File: src/dsos_pkg.sv
// Package for the drive status output selector.
// Assumes a 20 MHz system clock and the plain register port of the top module.
package dsos_pkg;

  // ---------------------------------------------------------------
  // Bus and selector widths
  // ---------------------------------------------------------------
  localparam int unsigned ADDR_W   = 4;
  localparam int unsigned DATA_W   = 8;
  localparam int unsigned SEL_W    = 6;
  localparam int unsigned NUM_SRC  = 64;
  localparam int unsigned NUM_TERM = 4;

  // ---------------------------------------------------------------
  // Terminal indices
  // ---------------------------------------------------------------
  localparam int unsigned TERM_RELAY_1 = 0;
  localparam int unsigned TERM_RELAY_2 = 1;
  localparam int unsigned TERM_OC      = 2;
  localparam int unsigned TERM_FAST    = 3;

  // ---------------------------------------------------------------
  // Register word addresses
  // ---------------------------------------------------------------
  localparam logic [3:0] ADDR_SEL_RELAY_1 = 4'h0;
  localparam logic [3:0] ADDR_SEL_RELAY_2 = 4'h1;
  localparam logic [3:0] ADDR_SEL_OC      = 4'h2;
  localparam logic [3:0] ADDR_SEL_FAST    = 4'h3;
  localparam logic [3:0] ADDR_FAST_TYPE   = 4'h4;
  localparam logic [3:0] ADDR_TERM_STATE  = 4'h5;

  // ---------------------------------------------------------------
  // Reset values
  // ---------------------------------------------------------------
  localparam logic [5:0] RST_SEL_RELAY_1 = 6'h01;
  localparam logic [5:0] RST_SEL_RELAY_2 = 6'h05;
  localparam logic [5:0] RST_SEL_OC      = 6'h00;
  localparam logic [5:0] RST_SEL_FAST    = 6'h00;
  localparam logic       RST_FAST_TYPE   = 1'b0;
  localparam logic       FAST_TYPE_PULSE = 1'b0;

  // ---------------------------------------------------------------
  // Function codes
  // ---------------------------------------------------------------
  localparam logic [5:0] FC_NONE       = 6'h00;
  localparam logic [5:0] FC_RUN        = 6'h01;
  localparam logic [5:0] FC_RUN_FWD    = 6'h02;
  localparam logic [5:0] FC_RUN_REV    = 6'h03;
  localparam logic [5:0] FC_JOG        = 6'h04;
  localparam logic [5:0] FC_FAULT      = 6'h05;
  localparam logic [5:0] FC_LEVEL_1    = 6'h06;
  localparam logic [5:0] FC_LEVEL_2    = 6'h07;
  localparam logic [5:0] FC_FREQ_REACH = 6'h08;
  localparam logic [5:0] FC_ZERO_SPEED = 6'h09;
  localparam logic [5:0] FC_UPPER_LIM  = 6'h0A;
  localparam logic [5:0] FC_LOWER_LIM  = 6'h0B;
  localparam logic [5:0] FC_READY      = 6'h0C;
  localparam logic [5:0] FC_PRE_EXCITE = 6'h0D;
  localparam logic [5:0] FC_OVERLOAD   = 6'h0E;
  localparam logic [5:0] FC_UNDERLOAD  = 6'h0F;
  localparam logic [5:0] FC_SEQ_STAGE  = 6'h10;
  localparam logic [5:0] FC_SEQ_CYCLE  = 6'h11;
  localparam logic [5:0] FC_VT_SERIAL  = 6'h17;
  localparam logic [5:0] FC_VT_FIELD   = 6'h18;
  localparam logic [5:0] FC_VT_ETH     = 6'h19;
  localparam logic [5:0] FC_DC_BUS_OK  = 6'h1A;
  localparam logic [5:0] FC_INDEX      = 6'h1B;
  localparam logic [5:0] FC_SUPERPOSE  = 6'h1C;
  localparam logic [5:0] FC_STO_FAULT  = 6'h1D;
  localparam logic [5:0] FC_POS_DONE   = 6'h1E;
  localparam logic [5:0] FC_ZERO_DONE  = 6'h1F;
  localparam logic [5:0] FC_DIV_DONE   = 6'h20;
  localparam logic [5:0] FC_TRQ_LIMIT  = 6'h21;
  localparam logic [5:0] FC_VT_IND_ETH = 6'h22;
  localparam logic [5:0] FC_MODE_DONE  = 6'h24;
  localparam logic [5:0] FC_ANY_FREQ   = 6'h25;
  localparam logic [5:0] FC_CARD_OC_1  = 6'h29;
  localparam logic [5:0] FC_CARD_OC_2  = 6'h2A;

  // ---------------------------------------------------------------
  // Timing
  // ---------------------------------------------------------------
  localparam int unsigned CLK_HZ        = 20_000_000;
  localparam int unsigned INDEX_HOLD_MS = 10;
  localparam int unsigned INDEX_HOLD_CYC = INDEX_HOLD_MS * (CLK_HZ / 1000);
  localparam int unsigned INDEX_CNT_W   = 18;

endpackage : dsos_pkg

File: src/dsos_selector.sv
// Output terminal selector: routes drive status conditions to four terminals.
// Assumes all condition inputs are synchronous to sys_clk and held by the drive core.
//
// Functional notes
// - Two relays, one open-collector, one fast terminal; fast one pulse or digital.
// - Same code may be chosen on several terminals, all driven alike except virtual-bit codes and the fast one in pulse mode.
// - Code 0 gives the terminal no function; it stays off, except the fast one in pulse mode, which follows the pulse train.
// - Codes 1-4: on with output frequency while running, forward, reverse, jogging.
// - Code 5: on while the drive is faulted.
// - Codes 6,7 pass frequency level flags; code 8 frequency reached.
// - Code 9: on only when output and reference frequency are both zero.
// - Codes 10,11: on at upper and at lower frequency limit.
// - Code 12: on when powers established, no protection active, ready to run.
// - Code 13: on while the motor is being pre-excited.
// - Codes 14,15: overload and underload pre-alarm after pre-alarm time.
// - Codes 16,17: sequencer stage done and full cycle done.
// - Codes 23-25 follow serial, fieldbus and Ethernet virtual bits.
// - Code 34 follows the industrial-Ethernet virtual bit.
// - Code 26: on while DC bus is above undervoltage threshold.
// - Code 27: index pulse stretched to 10 ms.
// - Code 28: on while pulse superposition is active.
// - Code 29: on when a safe torque off fault occurred.
// - Codes 30,31,32,36: positioning, zeroing, scale division, mode switch done.
// - Code 33: on while frequency is limited in torque control.
// - Code 37: on when ramp reference exceeds the reach detection value.
// - Codes 41,42 follow the card open-collector outputs.
// - Fast terminal type 0 gives pulse output, 1 digital; reset 0.
//
// The plain strobed port and the register addresses were chosen for this implementation.
`timescale 1ns/1ns

module dsos_selector #(
  parameter int unsigned INDEX_HOLD_CYCLES = dsos_pkg::INDEX_HOLD_CYC
) (
  input  wire logic       sys_clk,
  input  wire logic       rst,
  // Register port
  input  wire logic [3:0] reg_addr,
  input  wire logic [7:0] reg_wdata,
  input  wire logic       reg_wr,
  input  wire logic       reg_rd,
  output logic      [7:0] reg_rdata,
  // Drive core status
  input  wire logic       run_active,
  input  wire logic       run_reverse,
  input  wire logic       jog_active,
  input  wire logic       freq_output_nonzero,
  input  wire logic       drive_fault,
  input  wire logic       freq_level_flag_1,
  input  wire logic       freq_level_flag_2,
  input  wire logic       freq_reached,
  input  wire logic       out_freq_zero,
  input  wire logic       ref_freq_zero,
  input  wire logic       at_upper_limit,
  input  wire logic       at_lower_limit,
  input  wire logic       power_established,
  input  wire logic       protection_active,
  input  wire logic       ready_to_run,
  input  wire logic       pre_exciting,
  input  wire logic       overload_prealarm,
  input  wire logic       underload_prealarm,
  input  wire logic       simple_sequencer_stage_done,
  input  wire logic       simple_sequencer_cycle_done,
  input  wire logic       dc_bus_above_uv,
  input  wire logic       encoder_index_pulse,
  input  wire logic       pulse_superpose_active,
  input  wire logic       safe_torque_off_fault,
  input  wire logic       positioning_done,
  input  wire logic       spindle_zero_done,
  input  wire logic       spindle_div_done,
  input  wire logic       torque_freq_limited,
  input  wire logic       mode_switch_done,
  input  wire logic       ramp_ref_above_reach,
  input  wire logic       card_open_collector_out_1,
  input  wire logic       card_open_collector_out_2,
  input  wire logic       fast_pulse_train,
  // Virtual terminal bits, one per terminal
  input  wire logic [3:0] vt_serial_bits,
  input  wire logic [3:0] vt_fieldbus_bits,
  input  wire logic [3:0] vt_ethernet_bits,
  input  wire logic [3:0] vt_ind_eth_bits,
  // Terminals
  output logic            relay_out_1,
  output logic            relay_out_2,
  output logic            oc_out,
  output logic            fast_pulse_out
);

  // ---------------------------------------------------------------
  // Configuration registers
  // ---------------------------------------------------------------
  logic [5:0] sel_q [4];
  logic       fast_type_q;
  logic [3:0] term_q;
  logic [3:0] term_addr [4];

  assign term_addr[0] = dsos_pkg::ADDR_SEL_RELAY_1;
  assign term_addr[1] = dsos_pkg::ADDR_SEL_RELAY_2;
  assign term_addr[2] = dsos_pkg::ADDR_SEL_OC;
  assign term_addr[3] = dsos_pkg::ADDR_SEL_FAST;

  // Fast terminal type, pulse mode after reset
  always_ff @(posedge sys_clk or posedge rst) begin
    if (rst) begin
      fast_type_q <= dsos_pkg::RST_FAST_TYPE;
    end else if (reg_wr && reg_addr == dsos_pkg::ADDR_FAST_TYPE) begin
      fast_type_q <= reg_wdata[0];
    end
  end

  // ---------------------------------------------------------------
  // Index pulse stretcher
  // ---------------------------------------------------------------
  logic [17:0] index_cnt_q;
  logic        index_active;

  // Retriggers on every index pulse, so a fast encoder keeps it high
  always_ff @(posedge sys_clk or posedge rst) begin
    if (rst) begin
      index_cnt_q <= 18'h0_0000;
    end else if (encoder_index_pulse) begin
      index_cnt_q <= INDEX_HOLD_CYCLES[17:0];
    end else if (index_cnt_q != 18'h0_0000) begin
      index_cnt_q <= index_cnt_q - 18'h0_0001;
    end
  end

  assign index_active = (index_cnt_q != 18'h0_0000);

  // ---------------------------------------------------------------
  // Common condition vector, indexed by function code
  // ---------------------------------------------------------------
  logic [63:0] cond;
  logic        producing;

  assign producing = run_active & freq_output_nonzero;

  // Unlisted codes stay zero so that reserved selections read as off
  always_comb begin
    cond                            = 64'h0000_0000_0000_0000;
    cond[dsos_pkg::FC_NONE]         = 1'b0;
    cond[dsos_pkg::FC_RUN]          = producing;
    cond[dsos_pkg::FC_RUN_FWD]      = producing & ~run_reverse;
    cond[dsos_pkg::FC_RUN_REV]      = producing & run_reverse;
    cond[dsos_pkg::FC_JOG]          = jog_active & freq_output_nonzero;
    cond[dsos_pkg::FC_FAULT]        = drive_fault;
    cond[dsos_pkg::FC_LEVEL_1]      = freq_level_flag_1;
    cond[dsos_pkg::FC_LEVEL_2]      = freq_level_flag_2;
    cond[dsos_pkg::FC_FREQ_REACH]   = freq_reached;
    cond[dsos_pkg::FC_ZERO_SPEED]   = out_freq_zero & ref_freq_zero;
    cond[dsos_pkg::FC_UPPER_LIM]    = at_upper_limit;
    cond[dsos_pkg::FC_LOWER_LIM]    = at_lower_limit;
    cond[dsos_pkg::FC_READY]        = power_established & ~protection_active
                                      & ready_to_run;
    cond[dsos_pkg::FC_PRE_EXCITE]   = pre_exciting;
    cond[dsos_pkg::FC_OVERLOAD]     = overload_prealarm;
    cond[dsos_pkg::FC_UNDERLOAD]    = underload_prealarm;
    cond[dsos_pkg::FC_SEQ_STAGE]    = simple_sequencer_stage_done;
    cond[dsos_pkg::FC_SEQ_CYCLE]    = simple_sequencer_cycle_done;
    cond[dsos_pkg::FC_DC_BUS_OK]    = dc_bus_above_uv;
    cond[dsos_pkg::FC_INDEX]        = index_active;
    cond[dsos_pkg::FC_SUPERPOSE]    = pulse_superpose_active;
    cond[dsos_pkg::FC_STO_FAULT]    = safe_torque_off_fault;
    cond[dsos_pkg::FC_POS_DONE]     = positioning_done;
    cond[dsos_pkg::FC_ZERO_DONE]    = spindle_zero_done;
    cond[dsos_pkg::FC_DIV_DONE]     = spindle_div_done;
    cond[dsos_pkg::FC_MODE_DONE]    = mode_switch_done;
    cond[dsos_pkg::FC_TRQ_LIMIT]    = torque_freq_limited;
    cond[dsos_pkg::FC_ANY_FREQ]     = ramp_ref_above_reach;
    cond[dsos_pkg::FC_CARD_OC_1]    = card_open_collector_out_1;
    cond[dsos_pkg::FC_CARD_OC_2]    = card_open_collector_out_2;
  end

  // ---------------------------------------------------------------
  // Per-terminal selection
  // ---------------------------------------------------------------
  for (genvar t = 0; t < 4; t++) begin : g_term
    logic [63:0] src;

    // Virtual bits are per terminal, so the common vector is patched here
    always_comb begin
      src                         = cond;
      src[dsos_pkg::FC_VT_SERIAL]  = vt_serial_bits[t];
      src[dsos_pkg::FC_VT_FIELD]   = vt_fieldbus_bits[t];
      src[dsos_pkg::FC_VT_ETH]     = vt_ethernet_bits[t];
      src[dsos_pkg::FC_VT_IND_ETH] = vt_ind_eth_bits[t];
    end

    // Function code per terminal
    always_ff @(posedge sys_clk or posedge rst) begin
      if (rst) begin
        case (t)
          0:       sel_q[t] <= dsos_pkg::RST_SEL_RELAY_1;
          1:       sel_q[t] <= dsos_pkg::RST_SEL_RELAY_2;
          2:       sel_q[t] <= dsos_pkg::RST_SEL_OC;
          default: sel_q[t] <= dsos_pkg::RST_SEL_FAST;
        endcase
      end else if (reg_wr && reg_addr == term_addr[t]) begin
        sel_q[t] <= reg_wdata[5:0];
      end
    end

    // Each terminal looks up its own code; equal codes give equal outputs unless they select per-terminal virtual bits
    always_ff @(posedge sys_clk or posedge rst) begin
      if (rst) begin
        term_q[t] <= 1'b0;
      end else begin
        term_q[t] <= src[sel_q[t]];
      end
    end

  end

  // ---------------------------------------------------------------
  // Terminal pins
  // ---------------------------------------------------------------
  logic fast_q;

  // Pulse mode passes the core's pulse train; digital mode uses the selection
  always_ff @(posedge sys_clk or posedge rst) begin
    if (rst) begin
      fast_q <= 1'b0;
    end else if (fast_type_q == dsos_pkg::FAST_TYPE_PULSE) begin
      fast_q <= fast_pulse_train;
    end else begin
      fast_q <= src_fast();
    end
  end

  function automatic logic src_fast();
    return g_term[3].src[sel_q[3]];
  endfunction : src_fast

  assign relay_out_1    = term_q[dsos_pkg::TERM_RELAY_1];
  assign relay_out_2    = term_q[dsos_pkg::TERM_RELAY_2];
  assign oc_out         = term_q[dsos_pkg::TERM_OC];
  assign fast_pulse_out = fast_q;

  // ---------------------------------------------------------------
  // Register read port
  // ---------------------------------------------------------------
  // Data stand only in the cycle after the strobe; unmapped reads give zero
  always_ff @(posedge sys_clk or posedge rst) begin
    if (rst) begin
      reg_rdata <= 8'h00;
    end else if (reg_rd) begin
      case (reg_addr)
        dsos_pkg::ADDR_SEL_RELAY_1: reg_rdata <= {2'b00, sel_q[0]};
        dsos_pkg::ADDR_SEL_RELAY_2: reg_rdata <= {2'b00, sel_q[1]};
        dsos_pkg::ADDR_SEL_OC:      reg_rdata <= {2'b00, sel_q[2]};
        dsos_pkg::ADDR_SEL_FAST:    reg_rdata <= {2'b00, sel_q[3]};
        dsos_pkg::ADDR_FAST_TYPE:   reg_rdata <= {7'h00, fast_type_q};
        dsos_pkg::ADDR_TERM_STATE:  reg_rdata <= {4'h0, fast_q, term_q[2:0]};
        default:                    reg_rdata <= 8'h00;
      endcase
    end else begin
      reg_rdata <= 8'h00;
    end
  end
endmodule : dsos_selector

File: config.mk
export PLATFORM = sky130hd
export DESIGN_NAME = dsos_selector
export DESIGN_NICKNAME = d
export VERILOG_FILES = /design/src/dsos_pkg.sv /design/src/dsos_selector.sv
export SDC_FILE = /design/constraint.sdc
export NUM_CORES = 1
export LEC_CHECK = 0
export ABC_AREA = 1
export BUFFER_PORTS_ARGS = -buffer_cell sky130_fd_sc_hd__buf_2
export CORE_ASPECT_RATIO = 1.25
export CORE_MARGIN = 2
export CORE_UTILIZATION = 52
export CTS_BUF_LIST = sky130_fd_sc_hd__clkbuf_4
export CTS_CLUSTER_DIAMETER = 80
export CTS_CLUSTER_SIZE = 20
export DETAILED_ROUTE_END_ITERATION = 10
export PLACE_DENSITY = 0.91
export SLEW_MARGIN = 40
export SYNTH_ARGS = -nofsm -noshare
export SYNTH_HDL_FRONTEND = slang
export SYNTH_SLANG_ARGS = --single-unit
File: constraint.sdc
create_clock -name sys_clk -period 1.7 [get_ports sys_clk]
set_clock_uncertainty 0.15 [all_clocks]
set_input_delay 0.085 -clock sys_clk [delete_from_list [all_inputs] [get_ports sys_clk]]
set_output_delay 0.085 -clock sys_clk [all_outputs]
set_load 0.1 [all_outputs]
Word-level counts from Yosys, hierarchy flattened

Cells that the tools add are included.

Bits in registers: 55
Latch bits: 0
RAM bits: 0
Bits in read-only memories: 0
Word-level logic and storage cells: 51
Memories: 0

Add/sub/neg operators: 1
Multiply operators: 0
Divide/modulo/power cells: 0
Order comparisons: 4
Equality and inequality tests: 5
Shift operators: 0
Mux-type cells: 13
Bitwise gates (word level): 9
Reduce and logical (&&, ||, !) cells: 8

Operator list:

| kind                                                                 | count |
|---|---|
| 18-bit two-way mux                                                   | 2 |
| 6-bit case mux with 6 select lines                                   | 1 |
| 6-bit by 7-bit < comparator with 1-bit output, second input constant | 4 |
| 1-bit binary-select mux with 6-bit select                            | 4 |
| 18-bit nonzero test                                                  | 1 |
| 18-bit by 1-bit subtractor with 18-bit output, second input constant | 1 |
| 4-bit by 2-bit == test with 1-bit output, second input constant      | 2 |
| 4-bit by 3-bit == test with 1-bit output, second input constant      | 2 |
| 8-bit two-way mux                                                    | 1 |
| 1-bit bitwise AND                                                    | 7 |
| 1-bit logical AND                                                    | 5 |
| 1-bit two-way mux                                                    | 5 |
| 4-bit by 1-bit == test with 1-bit output, second input constant      | 1 |
| 4-bit logical NOT                                                    | 1 |
| 1-bit inverter                                                       | 2 |
| 2-bit nonzero test                                                   | 1 |

Depth between registers and ports, before layout

Depth in word-level cells: 6
Depth in mapped cells: 13
Depth with buffers taken out: 13

Worst setup path after synthesis

No wires, ideal clock.

Kind: reg-to-reg
Start: register index_cnt_q[0]
End: register index_cnt_q[15]
Setup time: 118 ps
Data arrival time: 1519 ps
Required time: 1432 ps
Path slack: -87 ps
Cell stages (with the launch flop): 14
Buffers on the path: 0
Period minus slack after synthesis: 1787 ps
Cell sequence: dfrtp_1 > inv_1 > ha_1 > inv_1 > nor3_1 > nand3_4 > nor2_4 > nor2_4 > nand2_4 > nor2_4 > nand2_4 > nand2_1 > nand2_1 > nor2_2

Cells in the longest elaborated chain, start to end: 3
Elaborated cells between the ends (all ways): 5

RTL lines:

| item                                          | line                 | RTL |
|---|---|---|
| start, declared                               | dsos_selector.sv:114 | `logic [17:0] index_cnt_q;` |
| start signal, assigned                        | dsos_selector.sv:122 | `index_cnt_q <= INDEX_HOLD_CYCLES[17:0];` |
| start signal, assigned                        | dsos_selector.sv:124 | `index_cnt_q <= index_cnt_q - 18'h0_0001;` |
| 18-bit by 1-bit subtractor with 18-bit output | dsos_selector.sv:124 |  |
| 18-bit two-way mux                            | dsos_selector.sv:123 | `end else if (index_cnt_q != 18'h0_0000) begin` |
| 18-bit two-way mux                            | dsos_selector.sv:121 | `end else if (encoder_index_pulse) begin` |

Parallel ways exist; a longest one is shown, timed or not. The select of a mux whose other input is x is not followed.
A chain may end at the register's enable or synchronous reset.

Worst setup path after layout

Start: register index_cnt_q[2]
End: register index_cnt_q[17]

The elaborated chain is that of the path after synthesis.

==> results_tabular.tex <==
\begin{tabular}{lr}
\hline
Metric & Value \\
\hline
\multicolumn{2}{l}{\textbf{Synthesis}} \\
Register bit count reported by yosys & 53 \\
Total standard cell area after synthesis & 3860 sq um \\
Fraction of synthesized area in multiplexers & 0\% \\
Fraction of the mapped netlist area in compound gates & 21.1\% \\
Share of the synthesized area in the top cell type & 32.4\% \\
Dominant cell by count in the synthesized netlist & nand2\_1 \\
Fraction of the yosys area taken by sequential cells & between 30\% and 40\% \\
Synth top cells by count & 126 x nand2\_1, 77 x inv\_1, 57 x o21ai\_0 \\
Async set or reset register ratio after synthesis & between 90\% and 100\% \\
Count of cell types in the netlist & 39 \\
Fraction of the mapped netlist area in adder cells & less than 1\% \\
Average footprint of a synthesized cell & 6.76 sq um \\
Number of cells produced by synthesis & about 570 \\
Post-synthesis cell type with the largest combined area & dfrtp\_1 \\
Post-synthesis simple-gate area fraction & 31.5\% \\
Largest cells by area after synthesis & dfrtp\_1 32\%, nand2\_1 12\%, inv\_1 7.5\%, o21ai\_0 7.4\%, nand3\_1 5.7\% \\
Warnings, synthesis & 0 \\
Flip-flop cell with the highest count after synthesis & dfrtp\_1 \\
Post-Synth XOR/XNOR Area & 1.81\% \\
Largest family of logic cells by synthesized area & simple AND/OR/NAND/NOR gates \\
Count of flip-flops with a built-in enable after synthesis & 0 \\
\multicolumn{2}{l}{\textbf{Global route}} \\
Grt ovf & 0 \\
Total routing usage reported by global routing & 36.5\% \\
Via count of the first global-routing pass & 4,974 \\
Global-route wire length before repair & around 23,000 microns \\
Maximum number of pins on one net before global-route repair & 21 \\
Number of antenna violations at the first check in global routing & 0 \\
\multicolumn{2}{l}{\textbf{Setup path}} \\
Max stage delay on crit path & roughly 0.46 ns \\
Start-to-end type of the worst setup path & flop to flop \\
Levels on crit path & 9 \\
Maximum fanout count along the critical path & 3 \\
Element type at the critical path end & flop \\
Critical path launch point & index\_cnt\_q[2]\$\_DFFE\_PP0P\_ \\
Startpoint of the most critical register-to-register path & index\_cnt\_q[2]\$\_DFFE\_PP0P\_ \\
Number of buffers and inverters on the critical path & 1 \\
Reg-to-reg slack, setup & -0.31 ns \\
Number of cell instances on the worst register-to-register path & 9 \\
Critical path's most frequent cell & nand2\_1 \\
Critical Path End & index\_cnt\_q[17]\$\_DFFE\_PP0P\_ \\
WP data arrival & between 2 and 2.5 ns \\
R2R Path End & index\_cnt\_q[17]\$\_DFFE\_PP0P\_ \\
Cell chain of the critical path & nor2\_1 > inv\_1 > nor2\_4 > nand2\_4 > nor3\_4 > nand4\_1 > xor2\_1 > nand2\_1 > nand2\_1 \\
Required time of the critical path & 1.81 ns \\
Master of the slowest instance on the critical path & dfrtp\_1 \\
Top delay family on crit path & simple AND/OR/NAND/NOR gates \\
Crit path launch type & flop \\
\multicolumn{2}{l}{\textbf{Timing}} \\
Final worst-path cycle share & 118\% \\
Setup-failing EPs final & 21 \\
Post-route setup slack & -0.310 ns \\
Unrepaired setup endpoints after global routing & yes \\
Slew margin rel. & about two thirds \\
F\_max & 498 MHz \\
Endpoints failing hold & 0 \\
Final critical delay including setup and external delays & 2.01 ns \\
Final Max Tran Viols & 0 \\
Transition time at the pin with the least slew margin & 0.510 ns \\
\multicolumn{2}{l}{\textbf{Clocking}} \\
Worst-case clock buffer depth & 2 \\
TritonCTS clock tree & yes \\
Later-pin clock latency in the skew report & 0.39 ns \\
Number of sinks on the clock net & 53 \\
Clock-pin slew reported for the worst setup and hold paths after clock tree synthesis & 0.16 ns \\
TritonCTS Buffers & 5 \\
Cell at the root of the clock tree & clkbuf\_4 \\
Total number of H-tree levels & 2 \\
\multicolumn{2}{l}{\textbf{Cells and area}} \\
Multi-input logic area & 2370 sq um \\
Share of layout cells above drive strength 1 & 32.7\% \\
Number of inserted diodes & 0 \\
Final Cell Area & 5440 sq um \\
Footprint of the flip-flops and latches & between 1000 and 1500 sq um \\
Area growth from synthesis to layout & 40.9\% \\
Count of fill cells added during filler insertion & 572 \\
Finished Core Util & about 75\% \\
Total number of nets in the final design & 801 \\
\multicolumn{2}{l}{\textbf{Status}} \\
Run status & finished with violations \\
Failing checks & negative setup slack \\
\multicolumn{2}{l}{\textbf{Detailed routing}} \\
Post-detailed-route wirelength per cell & 18.2 microns \\
Post-detailed-route via-to-cell ratio & $\sim$6.0 \\
First-pass detailed-route iteration total & 6 \\
Drt total wl & 15,100 microns \\
Residual antenna-violating net count after detailed routing & 0 \\
DRC violations left & 0 \\
Total vias in the final route & slightly below 5,000 \\
Iter 0 DRT Violations & between 400 and 500 \\
\multicolumn{2}{l}{\textbf{Power and ir drop}} \\
Leakage dissipation & 2.73 nW \\
Power per unit of standard cell area & 927 nW/um\^{}2 \\
Worst supply voltage drop on vdd & about 0.63 mV \\
Post-route total power & around 5.0 mW \\
\multicolumn{2}{l}{\textbf{Floorplan}} \\
Top Ports & 77 \\
Starting utilization of the core area & between 50 and 60\% \\
Row count & 35 \\
Die area & 8140 sq um \\
Area of the placeable core & $\sim$7300 sq um \\
Chip width & 81.1 microns \\
Die Height & $\sim$100 microns \\
\multicolumn{2}{l}{\textbf{Placed design}} \\
Number of input and output port buffers inserted & just over 70 \\
HPWL after detailed placement & 10,800 microns \\
Post-detailed-placement cell area & 4800 sq um \\
Global placer's final weighted congestion & about 1.1 \\
\multicolumn{2}{l}{\textbf{Hold path}} \\
Type of the tightest min-delay check & input port to flop \\
\multicolumn{2}{l}{\textbf{Flow run}} \\
Number of max-cap violations & 0 \\
\hline
\end{tabular}
-- worst min-delay path by stage --
stage	start	end	slack [ns]	cells after the start
2_1_floorplan	fast_pulse_train	fast_pulse_out$_DFF_PP0_	0.09	2
6_report	vt_serial_bits[1]	relay_out_2$_DFF_PP0_	0.03	7
4_1_cts	vt_serial_bits[1]	relay_out_2$_DFF_PP0_	0.007	7
5_1_grt	encoder_index_pulse	index_cnt_q[8]$_DFFE_PP0P_	0.02	4
3_5_place_dp	rst	fast_pulse_out$_DFF_PP0_	-0.01	2
3_3_place_gp	rst	fast_pulse_out$_DFF_PP0_	-0.03	2
-- cell type report --
class | count | area share, %
flip-flops and latches | 53 | 24.5
repair buffers | 174 | 22.6
clock buffers | 5 | 0.690
clock inverters | 3 | 0.805
inverters | 82 | 5.75
well taps | 92 | 2.12
multi-input cells | 418 | 43.5
-- worst min-delay path, delay by kind of cell --
family	cells	cell delay, ns
buf+inv	1	0.08
simple gates	6	0.36
-- stage by stage --
step	hold WS, ns	cells	setup WS (ns)	setup TNS [ns]
6_report	0.0254	827	-0.310	-2.95
3_5_place_dp	-0.0113	786	-0.105	-1.08
5_1_grt	0.0154	827	-0.460	-5.53
3_3_place_gp	-0.0294	786	-0.0458	-0.174
2_1_floorplan	0.0888	572	0.0108	0
4_1_cts	0.00750	820	-0.0595	-0.320
-- placed cells by master, fill, tap and decap left out, drive strengths merged, types with 6 or more instances in the layout --
master,n
o2111ai,11
nor3,10
a21oi,28
o22ai,11
nand4,12
o21ai,60
nand2,131
buf,154
nand3,45
xor2,6
dfrtp,50
nor2,66
dlygate4sd3,20
o211ai,11
inv,82
a31oi,7
-- layer usage --
layer  share of wire, %  GRT usage [%]
met1                 34           37.1
met2                 51           65.3
met3                8.9           7.46
met4                7.0           25.7
met5                  0              0
-- cells by family (layout without fill, tap and decap cells) --
| family | after synthesis | in the layout |
|---|---|---|
| other cells | 1 | 2 |
| xor+xnor | 8 | 8 |
| buf+inv | 101 | 264 |
| simple gates | 268 | 268 |
| fa+ha+maj | 2 | 2 |
| compound gates | 138 | 138 |
| flops | 53 | 53 |
-- flip-flops by register name, summed over array words and instances (netlist names) --
signal and flops:
reg_rdata 6, relay_out_1 1, oc_out 1, fast_pulse_out 1, index_cnt_q 18, relay_out_2 1
fast_type_q 1, sel_q 24
-- power by group --
group | internal, mW | switching [mW]
sequential | 1.47 | 0.254
clock | 0.313 | 0.447
combinational | 0.925 | 1.63
total | 2.71 | 2.33
-- repair_timing --
item,in CTS,in global routing
endpoints found under the setup margin,21,43
gates resized for setup,38,40
pin swaps,16,17
endpoints found under the hold margin,92,0
hold buffers,20,0
buffers inserted,8,8
No activity file was read; power rests on OpenSTA's default activity.
